[src/logic/ilr_defs.vh]
// Register map, reset values and scaling constants of the input limit registers
`ifndef ILR_DEFS_VH
`define ILR_DEFS_VH

// Register offsets
`define ILR_ADDR_FLOOR_LOW      8'h0A
`define ILR_ADDR_FLOOR_HIGH     8'h0B
`define ILR_ADDR_HOST_CAP_LOW   8'h0E
`define ILR_ADDR_HOST_CAP_HIGH  8'h0F
`define ILR_ADDR_EFF_CAP_LOW    8'h24
`define ILR_ADDR_EFF_CAP_HIGH   8'h25

// Field layout
`define ILR_CAP_W               7
`define ILR_FLOOR_W             8
`define ILR_CAP_RSVD_MASK       8'h80
`define ILR_FLOOR_HIGH_RSVD     8'hC0
`define ILR_FLOOR_LOW_SHIFT     6
`define ILR_FLOOR_HIGH_BITS     6
`define ILR_FLOOR_LOW_BITS      2

// Reset values
`define ILR_HOST_CAP_RESET      7'h40
`define ILR_EFF_CAP_RESET       7'h00
`define ILR_FLOOR_RESET         8'h00
`define ILR_RDATA_ZERO          8'h00

// Scaling: current in mA, voltage in mV
`define ILR_CAP_LSB_MA          13'h0032
`define ILR_CAP_OFFSET_MA       13'h0032
`define ILR_FLOOR_LSB_MV        16'h0040
`define ILR_FLOOR_OFFSET_MV     16'h0C80
`define ILR_FLOOR_DEFAULT_DROP  16'h0500
`define ILR_MA_W                13
`define ILR_MV_W                16

`endif

[src/logic/ilr_input_limit_regs.v]
// Input current and input voltage limit register group with byte register port
//
// Functional notes
// RULE1 - Host current cap is bits 6..0 at 0x0F, weights 3200 mA down to 50 mA.
// RULE2 - After reset the host current cap holds bit 6 only, about 3.3 A.
// RULE3 - Adapter removal returns the host current cap to its default without a write.
// RULE4 - Host writes zeros to reserved upper bits; a one makes the write invalid.
// RULE5 - Reserved low bytes at 0x0E and bits 5..0 at 0x0A ignore writes.
// RULE6 - Effective cap shows the limit in force, from host or optimizer.
// RULE7 - After an optimizer run, 0x25/0x24 report the regulation limit used.
// RULE8 - Effective cap is read-only bits 6..0 at 0x25, resetting to zero.
// RULE9 - Effective cap readback carries a 50 mA offset; code zero means 50 mA.
// RULE10 - Host programs the voltage floor as one 16-bit command over 0x0B/0x0A.
// RULE11 - Voltage floor: six bits at 0x0B[5:0], two at 0x0A[7:6], 8192..64 mV.
// RULE12 - A fixed 3.2 V offset is added to the voltage floor code.
// RULE13 - Before programming, the floor sits 1.28 V below no-load input voltage.
// RULE14 - Input voltage below the floor enters power management, cutting charge current.
// RULE15 - Host cap writes update the effective cap unless an optimizer result overrides.
`timescale 1ns/1ps
`include "ilr_defs.vh"

module ilr_input_limit_regs #(
    parameter CAP_W   = `ILR_CAP_W,
    parameter FLOOR_W = `ILR_FLOOR_W,
    parameter MA_W    = `ILR_MA_W,
    parameter MV_W    = `ILR_MV_W
) (
    // Clock and reset
    input  wire               clk,
    input  wire               reset,
    // Byte register port from the serial interface core
    input  wire [7:0]         reg_addr,
    input  wire [7:0]         reg_wdata,
    input  wire               reg_write,
    input  wire               reg_read,
    output reg  [7:0]         reg_rdata,
    output reg                reg_rdata_valid,
    output reg                invalid_write,
    // Adapter detect pin, asynchronous
    input  wire               adapter_present,
    // Input current optimizer result, same clock
    input  wire               optimizer_done,
    input  wire [CAP_W-1:0]   optimizer_cap,
    // Measured input bus voltages, same clock
    input  wire [MV_W-1:0]    input_bus_voltage_mv,
    input  wire [MV_W-1:0]    no_load_voltage_mv,
    // Limits to the regulation loops
    output reg  [CAP_W-1:0]   host_current_cap,
    output reg  [CAP_W-1:0]   effective_current_cap,
    output reg  [MA_W-1:0]    effective_current_ma,
    output reg  [MV_W-1:0]    source_voltage_floor_mv,
    output reg                dynamic_power_management,
    output reg                charge_current_cut
);

    // Adapter detect synchroniser
    reg               adapter_meta;
    reg               adapter_sync;
    reg               adapter_prev;
    wire              adapter_removed;

    // Register contents
    reg [FLOOR_W-1:0] source_voltage_floor;
    reg [1:0]         floor_low_pending;
    reg               floor_programmed;
    reg               optimizer_override;

    // Write decode
    wire              wr_floor_low;
    wire              wr_floor_high;
    wire              wr_host_high;
    wire              wr_ro;
    wire              bad_reserved;
    wire              host_rsvd_bad;
    wire              floor_rsvd_bad;
    wire              host_write_ok;
    wire              floor_write_ok;
    reg  [7:0]        next_rdata;

    // Monitor results
    wire [MV_W-1:0]   mon_threshold_mv;
    wire              mon_power_mgmt;

    // Cap code to milliamps, offset included
    function [MA_W-1:0] cap_to_ma;
        input [CAP_W-1:0] code;
        begin
            cap_to_ma = `ILR_CAP_OFFSET_MA
                      + ({{(MA_W-CAP_W){1'b0}}, code} * `ILR_CAP_LSB_MA);
        end
    endfunction

    // Reserved-bit test shared by both limit bytes that can refuse a write
    function reserved_set;
        input [7:0] data;
        input [7:0] mask;
        begin
            reserved_set = ((data & mask) != `ILR_RDATA_ZERO);
        end
    endfunction

    // Read-only bytes of this group; writes there are dropped without a flag
    function is_ro_byte;
        input [7:0] addr;
        begin
            is_ro_byte = (addr == `ILR_ADDR_HOST_CAP_LOW)
                      || (addr == `ILR_ADDR_EFF_CAP_LOW)
                      || (addr == `ILR_ADDR_EFF_CAP_HIGH);
        end
    endfunction

    // Sixteen-bit floor command: high byte bits 5..0 above the two staged low bits
    function [FLOOR_W-1:0] floor_commit;
        input [7:0]                     high_byte;
        input [`ILR_FLOOR_LOW_BITS-1:0] staged;
        begin
            floor_commit = {high_byte[`ILR_FLOOR_HIGH_BITS-1:0], staged};
        end
    endfunction

    // Two flops before any logic sees the adapter pin
    always @(posedge clk or posedge reset) begin
        if (reset) begin
            adapter_meta <= 1'b0;
            adapter_sync <= 1'b0;
        end else begin
            adapter_meta <= adapter_present;
            adapter_sync <= adapter_meta;
        end
    end

    // Resets to absent, so an adapter already present at power-up is no removal
    always @(posedge clk or posedge reset) begin
        if (reset) begin
            adapter_prev <= 1'b0;
        end else begin
            adapter_prev <= adapter_sync;
        end
    end

    assign adapter_removed = adapter_prev & ~adapter_sync; // RULE3

    assign wr_floor_low  = reg_write && (reg_addr == `ILR_ADDR_FLOOR_LOW);
    assign wr_floor_high = reg_write && (reg_addr == `ILR_ADDR_FLOOR_HIGH);
    assign wr_host_high  = reg_write && (reg_addr == `ILR_ADDR_HOST_CAP_HIGH);
    assign wr_ro         = reg_write && is_ro_byte(reg_addr);

    // Reserved upper bits set make the whole byte write void
    assign host_rsvd_bad  = wr_host_high
                         && reserved_set(reg_wdata, `ILR_CAP_RSVD_MASK); // RULE4
    assign floor_rsvd_bad = wr_floor_high
                         && reserved_set(reg_wdata, `ILR_FLOOR_HIGH_RSVD); // RULE4
    assign bad_reserved   = host_rsvd_bad || floor_rsvd_bad;

    // Accepted writes only; a refused byte leaves the register as it was
    assign host_write_ok  = wr_host_high && !host_rsvd_bad;
    assign floor_write_ok = wr_floor_high && !floor_rsvd_bad;

    // Host current cap
    always @(posedge clk or posedge reset) begin
        if (reset) begin
            host_current_cap <= `ILR_HOST_CAP_RESET; // RULE2
        end else if (adapter_removed) begin
            // Removal wins over a write in the same cycle: the source is gone
            host_current_cap <= `ILR_HOST_CAP_RESET; // RULE3
        end else if (host_write_ok) begin
            host_current_cap <= reg_wdata[CAP_W-1:0]; // RULE1
        end
    end

    // Effective cap and optimizer ownership
    always @(posedge clk or posedge reset) begin
        if (reset) begin
            effective_current_cap <= `ILR_EFF_CAP_RESET; // RULE8
            optimizer_override    <= 1'b0;
        end else if (optimizer_done) begin
            effective_current_cap <= optimizer_cap; // RULE6 RULE7
            optimizer_override    <= 1'b1;
        end else if (adapter_removed) begin
            // New source needs a fresh optimizer run; the host default rules again
            effective_current_cap <= `ILR_HOST_CAP_RESET; // RULE3 RULE6
            optimizer_override    <= 1'b0;
        end else if (host_write_ok && !optimizer_override) begin
            effective_current_cap <= reg_wdata[CAP_W-1:0]; // RULE15
        end
    end

    always @(posedge clk or posedge reset) begin
        if (reset) begin
            effective_current_ma <= `ILR_CAP_OFFSET_MA;
        end else begin
            effective_current_ma <= cap_to_ma(effective_current_cap); // RULE9
        end
    end

    // Low byte is only staged: the threshold must not move on half a command
    always @(posedge clk or posedge reset) begin
        if (reset) begin
            floor_low_pending <= 2'b00;
        end else if (wr_floor_low) begin
            // Bits 5..0 dropped here
            floor_low_pending <= reg_wdata[7:`ILR_FLOOR_LOW_SHIFT]; // RULE5
        end
    end

    // Voltage floor is taken as a whole when the high byte lands
    always @(posedge clk or posedge reset) begin
        if (reset) begin
            source_voltage_floor <= `ILR_FLOOR_RESET;
        end else if (floor_write_ok) begin
            source_voltage_floor <= floor_commit(reg_wdata, floor_low_pending); // RULE10 RULE11
        end
    end

    // A new source falls back to the default floor until the host programs it
    always @(posedge clk or posedge reset) begin
        if (reset) begin
            floor_programmed <= 1'b0;
        end else if (floor_write_ok) begin
            floor_programmed <= 1'b1; // RULE13
        end else if (adapter_removed) begin
            floor_programmed <= 1'b0;
        end
    end

    ilr_floor_monitor #(
        .FLOOR_W (FLOOR_W),
        .MV_W    (MV_W)
    ) u_floor_monitor (
        .clk                      (clk),
        .reset                    (reset),
        .floor_code               (source_voltage_floor),
        .floor_programmed         (floor_programmed),
        .input_bus_voltage_mv     (input_bus_voltage_mv),
        .no_load_voltage_mv       (no_load_voltage_mv),
        .threshold_mv             (mon_threshold_mv),
        .dynamic_power_management (mon_power_mgmt)
    );

    // Output flops: every limit leaves this block straight from a register
    always @(posedge clk or posedge reset) begin
        if (reset) begin
            source_voltage_floor_mv <= {MV_W{1'b0}};
        end else begin
            source_voltage_floor_mv <= mon_threshold_mv; // RULE12 RULE13
        end
    end

    // Both loops see one flag, so charge is never cut without power management
    always @(posedge clk or posedge reset) begin
        if (reset) begin
            dynamic_power_management <= 1'b0;
            charge_current_cut       <= 1'b0;
        end else begin
            dynamic_power_management <= mon_power_mgmt; // RULE14
            charge_current_cut       <= mon_power_mgmt; // RULE14
        end
    end

    // Read mux: reserved bits read as zero, unmapped offsets read zero
    always @* begin
        case (reg_addr)
            `ILR_ADDR_FLOOR_LOW: begin
                next_rdata = {source_voltage_floor[`ILR_FLOOR_LOW_BITS-1:0], 6'b00_0000};
            end
            `ILR_ADDR_FLOOR_HIGH: begin
                next_rdata = {2'b00, source_voltage_floor[FLOOR_W-1:`ILR_FLOOR_LOW_BITS]};
            end
            `ILR_ADDR_HOST_CAP_HIGH: begin
                next_rdata = {1'b0, host_current_cap};
            end
            `ILR_ADDR_EFF_CAP_HIGH: begin
                next_rdata = {1'b0, effective_current_cap}; // RULE7 RULE8
            end
            `ILR_ADDR_HOST_CAP_LOW,
            `ILR_ADDR_EFF_CAP_LOW: begin
                next_rdata = `ILR_RDATA_ZERO; // RULE5
            end
            default: begin
                next_rdata = `ILR_RDATA_ZERO;
            end
        endcase
    end

    // Read data holds until the next read so a slow core can fetch it late
    always @(posedge clk or posedge reset) begin
        if (reset) begin
            reg_rdata       <= `ILR_RDATA_ZERO;
            reg_rdata_valid <= 1'b0;
        end else begin
            reg_rdata_valid <= reg_read;
            if (reg_read) begin
                reg_rdata <= next_rdata;
            end
        end
    end

    // Writes to read-only bytes are silently dropped, not flagged
    always @(posedge clk or posedge reset) begin
        if (reset) begin
            invalid_write <= 1'b0;
        end else begin
            invalid_write <= bad_reserved && !wr_ro; // RULE4
        end
    end

endmodule

[src/logic/ilr_floor_monitor.v]
// Input voltage floor threshold and dynamic power management comparator
`timescale 1ns/1ps
`include "ilr_defs.vh"

module ilr_floor_monitor #(
    parameter FLOOR_W = `ILR_FLOOR_W,
    parameter MV_W    = `ILR_MV_W
) (
    // Clock and reset
    input  wire               clk,
    input  wire               reset,
    // Floor setting
    input  wire [FLOOR_W-1:0] floor_code,
    input  wire               floor_programmed,
    // Measured voltages
    input  wire [MV_W-1:0]    input_bus_voltage_mv,
    input  wire [MV_W-1:0]    no_load_voltage_mv,
    // Results
    output reg  [MV_W-1:0]    threshold_mv,
    output reg                dynamic_power_management
);

    reg [MV_W-1:0] next_threshold_mv;

    // Code to millivolts with the fixed offset
    function [MV_W-1:0] floor_to_mv;
        input [FLOOR_W-1:0] code;
        begin
            floor_to_mv = `ILR_FLOOR_OFFSET_MV
                        + ({{(MV_W-FLOOR_W){1'b0}}, code} * `ILR_FLOOR_LSB_MV);
        end
    endfunction

    always @* begin
        if (floor_programmed) begin
            next_threshold_mv = floor_to_mv(floor_code); // RULE11 RULE12
        end else if (no_load_voltage_mv > `ILR_FLOOR_DEFAULT_DROP) begin
            next_threshold_mv = no_load_voltage_mv - `ILR_FLOOR_DEFAULT_DROP; // RULE13
        end else begin
            // A dead source must not wrap round to a huge threshold
            next_threshold_mv = {MV_W{1'b0}};
        end
    end

    always @(posedge clk or posedge reset) begin
        if (reset) begin
            threshold_mv             <= {MV_W{1'b0}};
            dynamic_power_management <= 1'b0;
        end else begin
            threshold_mv             <= next_threshold_mv;
            // Compare against last cycle's threshold: one cycle of lag, no glitch path
            dynamic_power_management <= (input_bus_voltage_mv < threshold_mv); // RULE14
        end
    end

endmodule

[config.mk]
export PLATFORM = sky130hd
export DESIGN_NAME = ilr_input_limit_regs
export DESIGN_NICKNAME = d
export VERILOG_FILES = /design/src/logic/ilr_input_limit_regs.v /design/src/logic/ilr_floor_monitor.v
export VERILOG_INCLUDE_DIRS = /design/src /design/src/logic
export SDC_FILE = /design/constraint.sdc
export NUM_CORES = 1
export LEC_CHECK = 0
export BUFFER_PORTS_ARGS = -buffer_cell sky130_fd_sc_hd__buf_2
export CAP_MARGIN = 10
export CORE_MARGIN = 2
export CORE_UTILIZATION = 53
export DETAILED_ROUTE_END_ITERATION = 8
export HOLD_SLACK_MARGIN = 0.12
export PLACE_DENSITY_LB_ADDON = 0.3
export SLEW_MARGIN = 20
export SYNTH_ARGS = -nofsm -noshare
export SYNTH_HDL_FRONTEND = slang
export SYNTH_SLANG_ARGS = --single-unit
[constraint.sdc]
create_clock -name clk -period 3.8 [get_ports clk]
set_input_delay 0.76 -clock clk [delete_from_list [all_inputs] [get_ports clk]]
set_output_delay 0.76 -clock clk [all_outputs]
set_load 0.02 [all_outputs]
==> impl_metrics.py <==
metrics = {
    "worst_setup_path": {
        "cp_slowest_cell": "a221oi_1",
        "cpPeakStageDelay_ns": 0.49,
        "cp_max_fo": 7,
        "cp.arrival_ns": 3.54,
        "path_class": "reg -> reg",
        "cp-end-kind": "flip-flop",
        "crit_chain": "ha_1, ha_1, fa_1, ha_1, a211oi_1, o21ai_0, a221oi_1, nand4_1, xnor2_1",
        "critPathLaunchType": "flip-flop",
        "required_ns": 4.04,
        "crit_top_cell": "ha_1",
    },
    "die": {
        "fp-row-count": 33,
        "core_mm2": 0.00818,
        "pin_count": 116,
        "die-area_mm2": 0.00916,
        "die_height_um": 95.7,
        "start_util_pct": 54.5,
        "die_w_um": 95.7,
    },
    "timing": {
        "finClkSkew_ns": 0.0110,
        "final-hold-violation-count": 0,
        "slew-limit-headroom_pct": 41.8,
        "tns_ns": 0,
        "min_period_over_period_pct": 86.8,
        "worst_pin_slew_ns": 0.867,
        "max_freq_mhz": 303,
        "timing.final.crit_period_ns": 3.30,
        "setup-violations-final": 0,
        "grt_setup_unrepaired": "false",
        "final-max-slew-violation-count": 0,
    },
    "finish": {
        "utilization_pct": 64.8,
        "fill_cells": 675,
        "antennaDiodeCount": 0,
        "fin_nets": 618,
        "register_area_mm2": 0.00213,
        "drive_gt1_share_pct": 29.3,
        "syn_to_final_growth_pct": 18.8,
        "multi_input_area_mm2": 0.00212,
        "final_cell_area_mm2": 0.00530,
    },
    "routing": {
        "routed_wl_mm": 9.85,
        "dr_total_vias": 3375,
        "initialDrtViolationCount": 174,
        "drt_pre_antenna_iters": 5,
        "drc_errors": 0,
        "via_per_inst": 5.43,
        "postRouteAntennaNets": 0,
        "post_drt_wl_per_cell_um": 15.9,
    },
    "power_and_ir_drop": {
        "ir_drop_mv": 0.204,
        "p_per_area_mw_per_mm2": 436,
        "p_leak_nw": 2.69,
    },
    "clocking": {
        "postCtsHoldBufs": 0,
        "clk_pin_slew_ns": 0.08,
        "cts_buffers": 9,
        "clock_path_buffers": 2,
        "htreeDepth": 3,
        "cts.repair.resized": 0,
        "cts.sinks": 85,
        "clock_latency_ns": 0.35,
        "cts_tree": "done",
        "post-cts-setup-buffer-count": 0,
        "root_buffer": "clkbuf_8",
    },
    "synthesis": {
        "syn_area_mm2": 0.00446,
        "synthArstFlopShare_pct": 100,
        "ys.flop_type": "dfrtp_1",
        "yosysWarnings": 0,
        "ys_seq_area_share_pct": 47.8,
        "synth_top_cell_area_share_pct": 45.5,
        "synth.avg_cell_area_um2": 11.3,
        "synth.ff_latch_count": 85,
        "synthDistinctLibCells": 52,
        "synth_enable_flop_cells": 0,
        "netlist_top_cells_area": "dfrtp_1 45%, ha_1 12%, mux2_4 3.0%, inv_1 2.9%, mux2i_1 2.9%",
        "syn-num-nets": 501,
        "synthCells": 394,
        "synth_area_leader_cell": "dfrtp_1",
    },
    "global_route": {
        "grt_pass1_vias": 3239,
        "grt_start_max_net_pins": 68,
        "grt_pass1_wl_mm": 15.4,
        "grt_usage_pct": 22.0,
        "overflow": 0,
        "antenna_found_initial": 0,
    },
    "min_path": {
        "worst_hold_path_type": "reg -> reg",
    },
    "place": {
        "placed_cell_area_mm2": 0.00511,
        "io_buffers": 114,
        "routabilityCongestion": 0.860,
        "dp_hpwl_mm": 7.54,
    },
    "run": {
        "cap_violations": 0,
    },
    "status": {
        "status": "complete, no violations",
    },
}
## per-stage QoR
stage          setup slack (ns)  hold slack (ns)  power [mW]  std cells
2_1_floorplan             0.712            0.331        1.51        394
3_3_place_gp              0.659            0.334        1.68        605
3_5_place_dp              0.505            0.350        1.71        605
4_1_cts                   0.493            0.367        2.32        621
5_1_grt                   0.288            0.375        2.44        621
6_report                  0.502            0.359        2.31        621
## Yosys cell counts, drive strengths merged, types with 2 or more instances
| cell | n |
|---|---|
| nand2b | 7 |
| nor3 | 9 |
| and2 | 9 |
| clkbuf | 5 |
| nand3 | 5 |
| dfstp | 4 |
| dfrtp | 81 |
| a222oi | 7 |
| xnor2 | 10 |
| mux2 | 11 |
| inv | 35 |
| o31ai | 2 |
| o21ai | 13 |
| nand4 | 4 |
| buf | 6 |
| nor4 | 6 |
| a211oi | 5 |
| nor2b | 5 |
| nor3b | 2 |
| o211ai | 2 |
| a22o | 7 |
| a221oi | 2 |
| nand2 | 20 |
| xor2 | 14 |
| a21oi | 10 |
| ha | 44 |
| mux2i | 13 |
| a21o | 7 |
| fa | 2 |
| nor2 | 24 |
| o22ai | 7 |
## placed cells by master, fill, tap and decap left out, types with 8 or more instances in the layout
cell type    n
nor2_1      24
nand2_1     20
and2_1       9
clkbuf_8     9
ha_1        44
mux2_4       9
xnor2_1     10
nor3_1       8
buf_2      114
dfrtp_1     81
o21ai_0     12
inv_1       34
xor2_1      14
mux2i_1     13
a21oi_1     10
## power by group
group          internal (mW)  switching [mW]
clock network          0.304           0.313
registers               1.00          0.0395
logic                  0.259           0.394
total                   1.56           0.747
## worst max-delay path: cells and delay by family, from the launching register on
kind | cells | cell delay [ns]
flip-flops | 1 | 0.46
XOR/XNOR | 1 | 0.16
adder cells (fa/ha/maj) | 4 | 1.35
AO/OA/AOI/OAI | 3 | 1.04
AND/OR/NAND/NOR | 1 | 0.18
## metal layers
layer | up-vias | part of all wire (%) | GRT usage (%)
met5 | - | 0 | 0
met2 | 139 | 48 | 36.7
met1 | 1603 | 44 | 28.7
li1 | 1619 | - | -
met3 | 14 | 6.7 | 4.39
met4 | 0 | 1.6 | 7.86
## kinds of logic after synthesis
family	count (synthesis)	synth area share [%]
DFF	85	47.8
AOI/OAI and AO/OA	68	10.9
buffers and inverters	46	4.63
muxes	24	6.46
and+or+nand+nor	100	12.1
xor gates and xnor gates	24	4.72
adders and majority gates	46	13.2
other	1	0.0841
## registers in the layout, summed over array words and instances, names as in the netlist, 2 cells and up
| signal | count |
|---|---|
| reg_rdata | 8 |
| host_current_cap | 7 |
| floor_low_pending | 2 |
| source_voltage_floor_mv | 16 |
| effective_current_cap | 7 |
| u_floor_monitor.threshold_mv | 16 |
| effective_current_ma | 12 |
| source_voltage_floor | 8 |
## final timing paths
| path | endpoint | slack, ns | start | cells past startpoint |
|---|---|---|---|---|
| min in group asynchronous | effective_current_ma[7]$_DFF_PP0_ | 0.56 | reset | 2 |
| max in group asynchronous | adapter_meta$_DFF_PP0_ | 2.52 | reset | 3 |
| worst max-delay path | effective_current_ma[11]$_DFF_PP0_ | 0.50 | effective_current_cap[2]$_DFFE_PP0P_ | 9 |
| worst min register to register | charge_current_cut$_DFF_PP0_ | 0.36 | u_floor_monitor.dynamic_power_management$_DFF_PP0_ | 0 |
| worst min-delay path | charge_current_cut$_DFF_PP0_ | 0.36 | u_floor_monitor.dynamic_power_management$_DFF_PP0_ | 0 |
| worst max register to register | effective_current_ma[11]$_DFF_PP0_ | 0.50 | effective_current_cap[2]$_DFFE_PP0P_ | 9 |
## layout make-up
class                      instances  share of cell area (%)
clock inverter                     4                   0.945
multi-input combinational        263                    40.0
clock buffer                      12                    2.55
tap                              105                    2.48
sequential                        85                    40.3
timing repair buffer             117                    11.2
inverter                          35                    2.53
Note: power is estimated with default switching activity, not from simulation.
